==> config.mk <==
export PLATFORM = sky130hd
export DESIGN_NAME = ext_branch_exec
export DESIGN_NICKNAME = d
export VERILOG_FILES = /design/src/ext_branch_pkg.sv /design/src/ext_branch_exec.sv
export SDC_FILE = /design/constraint.sdc
export NUM_CORES = 1
export LEC_CHECK = 0
export ABC_CLOCK_PERIOD_IN_PS = 2330
export BUFFER_PORTS_ARGS = -buffer_cell sky130_fd_sc_hd__buf_2
export CORE_ASPECT_RATIO = 0.5
export CORE_MARGIN = 2
export CORE_UTILIZATION = 50
export CTS_CLUSTER_DIAMETER = 150
export DETAILED_ROUTE_END_ITERATION = 8
export GPL_TIMING_DRIVEN = 1
export MAX_ROUTING_LAYER = met4
export PLACE_DENSITY_LB_ADDON = 0.25
export SETUP_SLACK_MARGIN = 0.5
export SLEW_MARGIN = 0
export SYNTH_ARGS = -nofsm -noshare
export SYNTH_HDL_FRONTEND = slang
export SYNTH_SLANG_ARGS = --single-unit
==> constraint.sdc <==
create_clock -name sys_clk_in -period 2.33 [get_ports sys_clk_in]
set_input_delay 0.3495 -clock sys_clk_in [delete_from_list [all_inputs] [get_ports sys_clk_in]]
set_output_delay 0.3495 -clock sys_clk_in [all_outputs]
set_load 0.005 [all_outputs]
==> src/ext_branch_pkg.sv <==
/*
 * shared constants and carrier types for the extend and indirect branch
 * execute unit. assumes a 16-bit instruction stream, 16 x 32 registers.
 */
package ext_branch_pkg;
  localparam int unsigned DATA_W = 32;
  localparam int unsigned REG_AW = 4;
  localparam int unsigned INSN_W = 16;
  // opcode field positions
  localparam int unsigned TOP_HI = 15;
  localparam int unsigned TOP_LO = 12;
  localparam int unsigned RN_HI = 11;
  localparam int unsigned RN_LO = 8;
  localparam int unsigned RM_HI = 7;
  localparam int unsigned RM_LO = 4;
  localparam int unsigned LOW_HI = 3;
  localparam int unsigned LOW_LO = 0;
  localparam int unsigned SUB_HI = 7;
  localparam int unsigned BYTE_SIGN = 7;
  localparam int unsigned WORD_SIGN = 15;
  localparam int unsigned BYTE_W = 8;
  localparam int unsigned WORD_W = 16;
  // opcode codes
  localparam logic [3:0] TOP_EXT = 4'h6;
  localparam logic [3:0] TOP_SYS = 4'h4;
  localparam logic [3:0] LOW_SXB = 4'hE;
  localparam logic [3:0] LOW_SXW = 4'hF;
  localparam logic [3:0] LOW_ZXB = 4'hC;
  localparam logic [3:0] LOW_ZXW = 4'hD;
  localparam logic [7:0] SUB_JMP = 8'h2B;
  localparam logic [7:0] SUB_JSR = 8'h0B;
  // masks and return offset
  localparam logic [31:0] MASK_BYTE = 32'h000000FF;
  localparam logic [31:0] MASK_WORD = 32'h0000FFFF;
  localparam logic [31:0] RET_OFS = 32'h00000004;

  typedef enum logic [6:0] {
    OP_NONE = 7'h01,
    OP_SXB = 7'h02,
    OP_SXW = 7'h04,
    OP_ZXB = 7'h08,
    OP_ZXW = 7'h10,
    OP_JMP = 7'h20,
    OP_JSR = 7'h40
  } op_kind_t;

  // fetched instruction with its own address
  typedef struct packed {
    logic [15:0] insn;
    logic [31:0] addr;
  } fetch_word_t;

  // one register write-back
  typedef struct packed {
    logic valid;
    logic [3:0] idx;
    logic [31:0] data;
  } reg_write_t;

  // control transfer request
  typedef struct packed {
    logic valid;
    logic [31:0] target;
  } pc_load_t;
endpackage

==> src/ext_branch_exec.sv <==
/*
 * execute unit for sign/zero extension and the two delayed indirect
 * branches. assumes the fetch stage presents one instruction per cycle
 * with valid/ready, that register reads are combinational from the
 * register file, and that slot instructions other than those decoded here
 * are carried out by the rest of the core when slot_exec_out pulses.
 */
`timescale 1ns/1ps
`default_nettype none

// Operation
// RULE1 - byte sign extend opcode 0110 ... 1110
// RULE2 - word sign extend opcode 0110 ... 1111
// RULE3 - byte: bit 7 fills bits 8-31
// RULE4 - word: bit 15 fills bits 16-31
// RULE5 - byte zero extend opcode 0110 ... 1100
// RULE6 - word zero extend opcode 0110nnnnmmmm1101
// RULE7 - zero extend clears upper bits by mask
// RULE8 - jump opcode 0100mmmm00101011, two cycles
// RULE9 - jump target is full source register
// RULE10 - slot instruction runs before transfer
// RULE11 - interrupts, address errors held through slot
// RULE12 - branch in slot is illegal
// RULE13 - call opcode 0100mmmm00001011, saves return address
// RULE14 - return address is call address plus four
// RULE15 - call target is full source register
// RULE16 - branch effects precede slot effects
// RULE17 - target latched before slot runs
// RULE18 - extends one cycle; flag never touched
// RULE19 - illegal slot reported as event
module ext_branch_exec (
  // clock and reset
  input wire logic sys_clk_in,
  input wire logic rstn_in,
  // instruction stream
  input wire logic insn_valid_in,
  input wire ext_branch_pkg::fetch_word_t fetch_in,
  output logic insn_ready_out,
  // register file read port
  output logic [3:0] src_idx_out,
  input wire logic [31:0] src_data_in,
  // results
  output ext_branch_pkg::reg_write_t gpr_write_out,
  output ext_branch_pkg::reg_write_t pr_write_out,
  output ext_branch_pkg::pc_load_t pc_load_out,
  output logic slot_exec_out,
  output logic except_hold_out,
  output logic illegal_slot_out,
  output logic flag_write_out
);

  // decoded op of the current word
  ext_branch_pkg::op_kind_t op_kind;
  logic [31:0] ext_result;
  logic accept;
  logic in_slot_r;
  logic [31:0] target_r;
  logic insn_ready_r;

  // is the word any branch; used to police the slot
  function automatic logic is_branch(input logic [15:0] w);
    is_branch = (w[ext_branch_pkg::TOP_HI:ext_branch_pkg::TOP_LO] ==
                 ext_branch_pkg::TOP_SYS) &&
                ((w[ext_branch_pkg::SUB_HI:0] == ext_branch_pkg::SUB_JMP) ||
                 (w[ext_branch_pkg::SUB_HI:0] == ext_branch_pkg::SUB_JSR));
  endfunction

  // opcode decode
  always_comb begin
    logic [15:0] w;
    w = fetch_in.insn;
    op_kind = ext_branch_pkg::OP_NONE;
    if (w[ext_branch_pkg::TOP_HI:ext_branch_pkg::TOP_LO] ==
        ext_branch_pkg::TOP_EXT) begin
      case (w[ext_branch_pkg::LOW_HI:ext_branch_pkg::LOW_LO])
        // RULE1 byte sign decode
        ext_branch_pkg::LOW_SXB: op_kind = ext_branch_pkg::OP_SXB;
        // RULE2 word sign decode
        ext_branch_pkg::LOW_SXW: op_kind = ext_branch_pkg::OP_SXW;
        // RULE5 byte zero decode
        ext_branch_pkg::LOW_ZXB: op_kind = ext_branch_pkg::OP_ZXB;
        // RULE6 word zero decode
        ext_branch_pkg::LOW_ZXW: op_kind = ext_branch_pkg::OP_ZXW;
        default: op_kind = ext_branch_pkg::OP_NONE;
      endcase
    end else if (w[ext_branch_pkg::TOP_HI:ext_branch_pkg::TOP_LO] ==
                 ext_branch_pkg::TOP_SYS) begin
      case (w[ext_branch_pkg::SUB_HI:0])
        // RULE8 jump decode
        ext_branch_pkg::SUB_JMP: op_kind = ext_branch_pkg::OP_JMP;
        // RULE13 call decode
        ext_branch_pkg::SUB_JSR: op_kind = ext_branch_pkg::OP_JSR;
        default: op_kind = ext_branch_pkg::OP_NONE;
      endcase
    end
  end

  // source register select; branches carry their source in bits 11:8
  always_comb begin
    if (fetch_in.insn[ext_branch_pkg::TOP_HI:ext_branch_pkg::TOP_LO] ==
        ext_branch_pkg::TOP_SYS) begin
      // RULE9 RULE15 branch source field
      src_idx_out =
        fetch_in.insn[ext_branch_pkg::RN_HI:ext_branch_pkg::RN_LO];
    end else begin
      src_idx_out =
        fetch_in.insn[ext_branch_pkg::RM_HI:ext_branch_pkg::RM_LO];
    end
  end

  // extension datapath
  always_comb begin
    case (op_kind)
      // RULE3 replicate bit 7
      ext_branch_pkg::OP_SXB: ext_result = {
        {(ext_branch_pkg::DATA_W - ext_branch_pkg::BYTE_W)
          {src_data_in[ext_branch_pkg::BYTE_SIGN]}},
        src_data_in[ext_branch_pkg::BYTE_W-1:0]};
      // RULE4 replicate bit 15
      ext_branch_pkg::OP_SXW: ext_result = {
        {(ext_branch_pkg::DATA_W - ext_branch_pkg::WORD_W)
          {src_data_in[ext_branch_pkg::WORD_SIGN]}},
        src_data_in[ext_branch_pkg::WORD_W-1:0]};
      // RULE7 byte mask
      ext_branch_pkg::OP_ZXB:
        ext_result = src_data_in & ext_branch_pkg::MASK_BYTE;
      // RULE7 word mask
      ext_branch_pkg::OP_ZXW:
        ext_result = src_data_in & ext_branch_pkg::MASK_WORD;
      default: ext_result = src_data_in;
    endcase
  end

  // one word taken per cycle while ready is high
  assign accept = insn_valid_in && insn_ready_r;

  // issue throttle: the cycle after a branch is its second cycle
  always_ff @(posedge sys_clk_in or negedge rstn_in) begin
    if (!rstn_in) begin
      insn_ready_r <= 1'b0;
    end else if (accept && !in_slot_r &&
                 (op_kind == ext_branch_pkg::OP_JMP ||
                  op_kind == ext_branch_pkg::OP_JSR)) begin
      // RULE8 second cycle, slot waits
      insn_ready_r <= 1'b0;
    end else begin
      insn_ready_r <= 1'b1;
    end
  end
  assign insn_ready_out = insn_ready_r;

  // slot tracking; stays armed until the slot word arrives
  always_ff @(posedge sys_clk_in or negedge rstn_in) begin
    if (!rstn_in) begin
      in_slot_r <= 1'b0;
    end else if (accept) begin
      // RULE10 next word is the slot
      in_slot_r <= !in_slot_r &&
                   (op_kind == ext_branch_pkg::OP_JMP ||
                    op_kind == ext_branch_pkg::OP_JSR);
    end
  end

  // branch target captured at decode
  always_ff @(posedge sys_clk_in or negedge rstn_in) begin
    if (!rstn_in) begin
      target_r <= 32'h00000000;
    end else if (accept && !in_slot_r &&
                 (op_kind == ext_branch_pkg::OP_JMP ||
                  op_kind == ext_branch_pkg::OP_JSR)) begin
      // RULE17 sample before slot writes
      // RULE9 RULE15 full 32-bit target
      target_r <= src_data_in;
    end
  end

  // general register write-back, one cycle after issue
  always_ff @(posedge sys_clk_in or negedge rstn_in) begin
    if (!rstn_in) begin
      gpr_write_out <= '0;
    end else begin
      // RULE18 extends finish in one cycle
      gpr_write_out.valid <= accept &&
        (op_kind == ext_branch_pkg::OP_SXB ||
         op_kind == ext_branch_pkg::OP_SXW ||
         op_kind == ext_branch_pkg::OP_ZXB ||
         op_kind == ext_branch_pkg::OP_ZXW);
      gpr_write_out.idx <=
        fetch_in.insn[ext_branch_pkg::RN_HI:ext_branch_pkg::RN_LO];
      gpr_write_out.data <= ext_result;
    end
  end

  // return register write; issued with the call, ahead of the slot
  always_ff @(posedge sys_clk_in or negedge rstn_in) begin
    if (!rstn_in) begin
      pr_write_out <= '0;
    end else begin
      // RULE16 call effect before slot effect
      pr_write_out.valid <= accept && !in_slot_r &&
                            op_kind == ext_branch_pkg::OP_JSR;
      pr_write_out.idx <= '0;
      // RULE14 address plus four
      pr_write_out.data <= fetch_in.addr + ext_branch_pkg::RET_OFS;
    end
  end

  // control transfer and slot events
  always_ff @(posedge sys_clk_in or negedge rstn_in) begin
    if (!rstn_in) begin
      pc_load_out <= '0;
      slot_exec_out <= 1'b0;
      illegal_slot_out <= 1'b0;
    end else begin
      // RULE10 transfer only after slot
      pc_load_out.valid <= accept && in_slot_r && !is_branch(fetch_in.insn);
      pc_load_out.target <= target_r;
      slot_exec_out <= accept && in_slot_r && !is_branch(fetch_in.insn);
      // RULE12 RULE19 branch in slot flagged
      illegal_slot_out <= accept && in_slot_r && is_branch(fetch_in.insn);
    end
  end

  // exception hold from the cycle after branch issue until the slot word is taken
  always_ff @(posedge sys_clk_in or negedge rstn_in) begin
    if (!rstn_in) begin
      except_hold_out <= 1'b0;
    end else begin
      // RULE11 defer interrupts, address errors
      except_hold_out <= (accept && !in_slot_r &&
                          (op_kind == ext_branch_pkg::OP_JMP ||
                           op_kind == ext_branch_pkg::OP_JSR)) ||
                         (in_slot_r && !accept);
    end
  end

  // condition flag is never written by these ops
  always_ff @(posedge sys_clk_in or negedge rstn_in) begin
    if (!rstn_in) begin
      flag_write_out <= 1'b0;
    end else begin
      // RULE18 flag left alone
      flag_write_out <= 1'b0;
    end
  end

endmodule
`default_nettype wire

# Word-level counts from Yosys, hierarchy flattened
# Index checks and enable logic that the tools add are counted.
dict set report word_totals {
  ff_bits 139
  in_bits 83
  out_inout_bits 116
  wordCells 54
}
dict set report classes {
  addsub 1
  n_eq_ne 14
  mux 7
  reduce_logical 20
}
# cell n
set ops {}
lappend ops {{$pmux 32 s4} 1}
lappend ops {{$add 32x3->32 const B} 1}
lappend ops {{$pmux 5 s4} 1}
lappend ops {{$eq 4x4->1 const B} 4}
lappend ops {{$mux 7} 2}
lappend ops {{$pmux 7 s2} 1}
lappend ops {{$logic_and 1x1->1} 11}
lappend ops {{$eq 4x3->1 const B} 2}
lappend ops {{$eq 8x4->1 const B} 1}
lappend ops {{$eq 8x6->1 const B} 1}
lappend ops {{$eq 7x2->1 const B} 1}
lappend ops {{$eq 7x3->1 const B} 1}
lappend ops {{$eq 7x4->1 const B} 1}
lappend ops {{$eq 7x5->1 const B} 1}
lappend ops {{$eq 7x6->1 const B} 1}
lappend ops {{$eq 7x7->1 const B} 1}
lappend ops {{$logic_or 1x1->1} 6}
lappend ops {{$mux 4} 1}
lappend ops {{$logic_not 1->1} 3}
lappend ops {{$mux 1} 1}

# Logic depth before layout (Yosys ltp)
dict set report depth {
  ltp_word 9
  depth_mapped 6
  mapped_depth_nobuf 5
}

# Worst setup path after synthesis
# OpenSTA, ideal clock, no wires.
dict set report synth_timing {
  path_kind {input to register}
  from {input port fetch_in[45] in the netlist's numbering}
  to {register target_r[11]}
  setup_ns 0.125
  arrival_time_ns 1.707
  t_required_ns 2.205
  path_slack_ns 0.498
  stages 5
  n_path_buf 1
  cell_sequence {nor4b_4 nand4_4 nor3_4 buf_6 mux2_2}
}
dict set report synth_between {
  elab_chain_len 6
  word_cells_on_any_way 8
  cone_classes {4 x eq/ne; 2 x mux; 2 x reduce/logical}
}
# item line_no
set synth_lines {}
lappend synth_lines {{from (decl)} ext_branch_exec.sv:37} ;# input wire ext_branch_pkg::fetch_word_t fetch_in,
lappend synth_lines {{$eq 4x3->1} ext_branch_exec.sv:86} ;# end else if (w[ext_branch_pkg::TOP_HI:ext_branch_pkg::TOP_LO] ==
lappend synth_lines {{$mux 7} ext_branch_exec.sv:86}
lappend synth_lines {{$mux 7 (*)} ext_branch_exec.sv:73} ;# if (w[ext_branch_pkg::TOP_HI:ext_branch_pkg::TOP_LO] ==
lappend synth_lines {{$eq 7x6->1 / $eq 7x7->1 (equally long branches)} {ext_branch_exec.sv:169, ext_branch_exec.sv:170}}
lappend synth_lines {{$logic_or 1x1->1 (*)} ext_branch_exec.sv:169} ;# (op_kind == ext_branch_pkg::OP_JMP ||
lappend synth_lines {{$logic_and 1x1->1 (*)} ext_branch_exec.sv:168} ;# end else if (accept && !in_slot_r &&
lappend synth_lines {{to (signal assigned)} ext_branch_exec.sv:173} ;# target_r <= src_data_in;
lappend synth_lines {{to (decl)} ext_branch_exec.sv:57} ;# logic [31:0] target_r;
# Every way passes the cells marked *; elsewhere a longest branch is shown, timed or not.
# A chain may end at the register's enable or synchronous reset.

# Final worst setup path
dict set report layout_timing {
  from {input port fetch_in[47] in the netlist's numbering}
  to {output port src_idx_out[3]}
}
dict set report layout_between {
  elab_chain_len 2
}
# item line_no
set layout_lines {}
lappend layout_lines {{$eq 4x3->1} ext_branch_exec.sv:100} ;# if (fetch_in.insn[ext_branch_pkg::TOP_HI:ext_branch_pkg::TOP_LO] ==
lappend layout_lines {{$mux 4} ext_branch_exec.sv:100}
lappend layout_lines {{to (decl)} ext_branch_exec.sv:40} ;# output logic [3:0] src_idx_out,
# Every way passes these cells.

==> impl_metrics.py <==
metrics = {
    "worst_setup_path": {
        "cp_common_cell": "sky130_fd_sc_hd__buf_2",
        "worst_setup_path_end_kind": "output pin",
        "critPathMaxStageDelay_ns": 0.32,
        "critical_path.cell_chain": "buf_2 -> nor4b_4 -> buf_4 -> mux2_2 -> buf_2",
        "regToRegStartpoint": "insn_ready_out",
        "critical_path.max_fanout": 5,
        "worst_r2r_path_depth": 4,
        "cp_slowest_cell": "sky130_fd_sc_hd__mux2_2",
        "category_of_the_critical_setup_timing_path": "input port to output pin",
        "worstPathRequired_ns": 1.98,
        "regToRegEndpoint": "target_r[26]",
        "timing.critical_path.arrival_ns": 1.40,
        "rrSetupSlack_ns": 0.87,
        "critical_path.startpoint_type": "input port",
    },
    "clock_tree": {
        "cts_tree": "built",
        "clock_latency_ns": 0.41,
        "total_number_of_clock_tree_sinks": 139,
        "ctsHtreeMaxLevel": 4,
        "postCtsResizedCells": 0,
        "number_of_buffers_inserted_during_clock_tree_synthesis": 17,
        "clockBufferDepth": 2,
        "clk_pin_slew_worst_paths_ns": 0.06,
        "ctsRootBufferMaster": "sky130_fd_sc_hd__clkbuf_16",
    },
    "synth": {
        "synth-async-reset-ratio": 1.00,
        "synth.yosys.warnings": 0,
        "synth-edff-count": 0,
        "number_of_register_bits_inferred_by_synthesis": 139,
        "post_synth_inst_count": 347,
        "synth_area_um2": 4960,
        "postSynthAreaPerCell_um2": 14.3,
        "synthFlopType": "sky130_fd_sc_hd__dfrtp_1",
        "ys_seq_area_frac": 0.701,
        "netlist-cell-type-count": 34,
    },
    "finish": {
        "seq_area_um2": 3480,
        "multi_input_gate_area_in_the_final_layout_um2": 1380,
        "number_of_filler_cells_placed_in_the_layout": 707,
        "drive_above_1_share": 0.482,
        "area_delta_synth_final_pct": 33.9,
        "number_of_antenna_diodes": 0,
        "nets": 640,
    },
    "timing": {
        "clock-skew-final_ns": 0.0115,
        "maximum_clock_rate_ghz": 0.570,
        "final-max-slew-violation-count": 0,
        "final_hold_viol_count": 0,
        "tightestPinTransition_ns": 0.568,
        "fin_setup_tns_ns": 0,
        "final.hold.worst_slack_ns": 0.0498,
        "tcrit_tclk_final": 0.752,
        "slew_limit_headroom": 0.622,
        "clock_period_minus_worst_slack_ns": 1.75,
        "setup-violations-final": 0,
        "grt_setup_unrepaired": "no",
    },
    "route": {
        "drt_iter0_drc": 100,
        "drtAntennaViolNets": 0,
        "route.vias.total": 3334,
        "route.final.wire_length_mm": 10.1,
        "detail_route.wl_per_cell_um": 14.3,
        "route.detailed.vias_per_inst": 4.74,
        "dr.pass1.iters": 4,
        "route.detailed.drc": 0,
    },
    "flow_run": {
        "cap_viol_max_count": 0,
    },
    "floorplanning": {
        "die_height_um": 74.5,
        "width_of_the_die_um": 145,
        "floorplan.core_area_um2": 9540,
        "io_pins": 199,
        "die_area_um2": 10800,
        "fp-row-count": 25,
        "initial_utilization": 0.520,
    },
    "worst_hold_path": {
        "min_delay_worst_endpoint": "pr_write_out[1]",
        "holdPathStages": 1,
        "hold_class": "input port to register",
        "min-delay-start": "fetch_in[1]",
    },
    "place": {
        "dp_hpwl_mm": 7.32,
        "routability_congestion_estimate": 0.788,
        "io_buffer_count": 193,
    },
    "grt": {
        "grt.overflow.total": 0,
        "antenna_violations_before_repair": 0,
        "grt_pass1_wl_mm": 16.2,
        "track_usage": 0.205,
        "via_count_of_the_first_global_routing_pass": 3252,
        "maximum_number_of_pins_on_one_net_before_global_route_repair": 60,
    },
    "power_and_ir_drop": {
        "cellPowerDensity_nw_per_um2": 792,
        "p_leak_uw": 0.00354,
        "vdd.ir_drop.worst_v": 0.000640,
    },
    "run_status": {
        "run_status": "finished clean",
    },
}
## what timing repair did
| action | in CTS | in global routing |
|---|---|---|
| buffers inserted | 1 | 0 |
| hold endpoints to repair | 52 | 0 |
| setup endpoints to repair | 4 | 0 |
| hold buffers | 1 | 0 |
## worst max-delay path: cells and delay by family
family        cells  cell delay (ns)
simple gates      1             0.29
mux               1             0.32
buf+inv           3             0.43
## cell families (layout without fill, tap and decap cells)
group                    after synthesis  after routing  share of synthesized area
adder cells (fa/ha/maj)                1              1                    0.00252
AND/OR/NAND/NOR                      113            113                      0.122
other                                  1              5                   0.000756
flip-flops                           139            139                      0.701
multiplexers                          37             37                     0.0913
XOR/XNOR                              28             28                     0.0494
AO/OA/AOI/OAI                          9              9                    0.00907
buffers and inverters                 19            237                     0.0247
## registers in the layout, summed over array words and instances, names as in the netlist
register and flops:
illegal_slot_out 1, gpr_write_out 37, insn_ready_out 1, pc_load_out 32
in_slot_r 1, slot_exec_out 1, target_r 32, except_hold_out 1
pr_write_out 33
## power by group
part / switching, µW / internal (µW)
combinational: 182 / 151
clock: 1040 / 1380
sequential: 19.5 / 2490
## metal layers
metal | part of all wire | global-route usage
met1 | 0.42 | 0.245
met3 | 0.056 | 0.0601
met2 | 0.51 | 0.345
met4 | 0.013 | 0.0627
met5 | 0 | -
## stage by stage
step | instances | total power, µW | setup slack (ns) | area [µm²] | utilization
final | 704 | 5260 | 0.577 | 6650 | 0.697
after global routing | 704 | 5480 | 0.539 | 6650 | 0.697
after CTS | 704 | 5310 | 0.583 | 6650 | 0.697
after detailed placement | 670 | 2890 | 0.341 | 6090 | 0.638
after floorplan | 351 | 2640 | 0.498 | 4980 | -
after global placement | 670 | 2880 | 0.435 | 6090 | 0.638
## cells in the final DEF, fill, tap and decap left out, types with 3 or more instances in the layout
cell,n
sky130_fd_sc_hd__buf_2,192
sky130_fd_sc_hd__dfrtp_1,139
sky130_fd_sc_hd__nand2_1,52
sky130_fd_sc_hd__mux2_2,26
sky130_fd_sc_hd__xnor2_1,22
sky130_fd_sc_hd__clkbuf_16,17
sky130_fd_sc_hd__nand3_1,15
sky130_fd_sc_hd__nand4_1,13
sky130_fd_sc_hd__mux2_4,10
sky130_fd_sc_hd__nor2_1,9
sky130_fd_sc_hd__o21ai_0,8
sky130_fd_sc_hd__and3_1,7
sky130_fd_sc_hd__xor2_1,6
sky130_fd_sc_hd__clkinvlp_4,6
sky130_fd_sc_hd__buf_4,6
sky130_fd_sc_hd__conb_1,5
sky130_fd_sc_hd__inv_6,5
sky130_fd_sc_hd__inv_1,3
## synthesized netlist by cell type, types with 3 or more instances
cell type,count,area share
sky130_fd_sc_hd__mux2_4,10,0.030
sky130_fd_sc_hd__clkbuf_1,5,0.0038
sky130_fd_sc_hd__xor2_1,6,0.011
sky130_fd_sc_hd__nand3_1,15,0.015
sky130_fd_sc_hd__xnor2_1,22,0.039
sky130_fd_sc_hd__inv_1,3,0.0023
sky130_fd_sc_hd__dfrtp_1,139,0.70
sky130_fd_sc_hd__nor2_1,9,0.0068
sky130_fd_sc_hd__nand4_1,13,0.016
sky130_fd_sc_hd__o21ai_0,8,0.0081
sky130_fd_sc_hd__buf_4,6,0.0091
sky130_fd_sc_hd__nand2_1,52,0.039
sky130_fd_sc_hd__mux2_2,26,0.059
sky130_fd_sc_hd__and3_1,7,0.0088
## cell type report
type                            instances  share of cell area
Clock buffer                           18              0.0646
Clock inverter                         14              0.0171
Inverter                                3             0.00169
Multi-Input combinational cell        193               0.207
Sequential cell                       139               0.523
Tap cell                              135              0.0254
Timing Repair Buffer                  202               0.161
## worst max path at each step
stage	startpoint	cells past startpoint	slack (ns)	endpoint
global placement	fetch_in[44]	5	0.43	gpr_write_out[29]
finish	fetch_in[47]	5	0.58	src_idx_out[3]
global route	fetch_in[47]	5	0.54	src_idx_out[0]
floorplan	fetch_in[45]	5	0.50	target_r[11]
detailed placement	fetch_in[44]	5	0.34	gpr_write_out[29]
CTS	fetch_in[47]	5	0.58	src_idx_out[3]
Note: power is estimated with default switching activity, not from simulation.
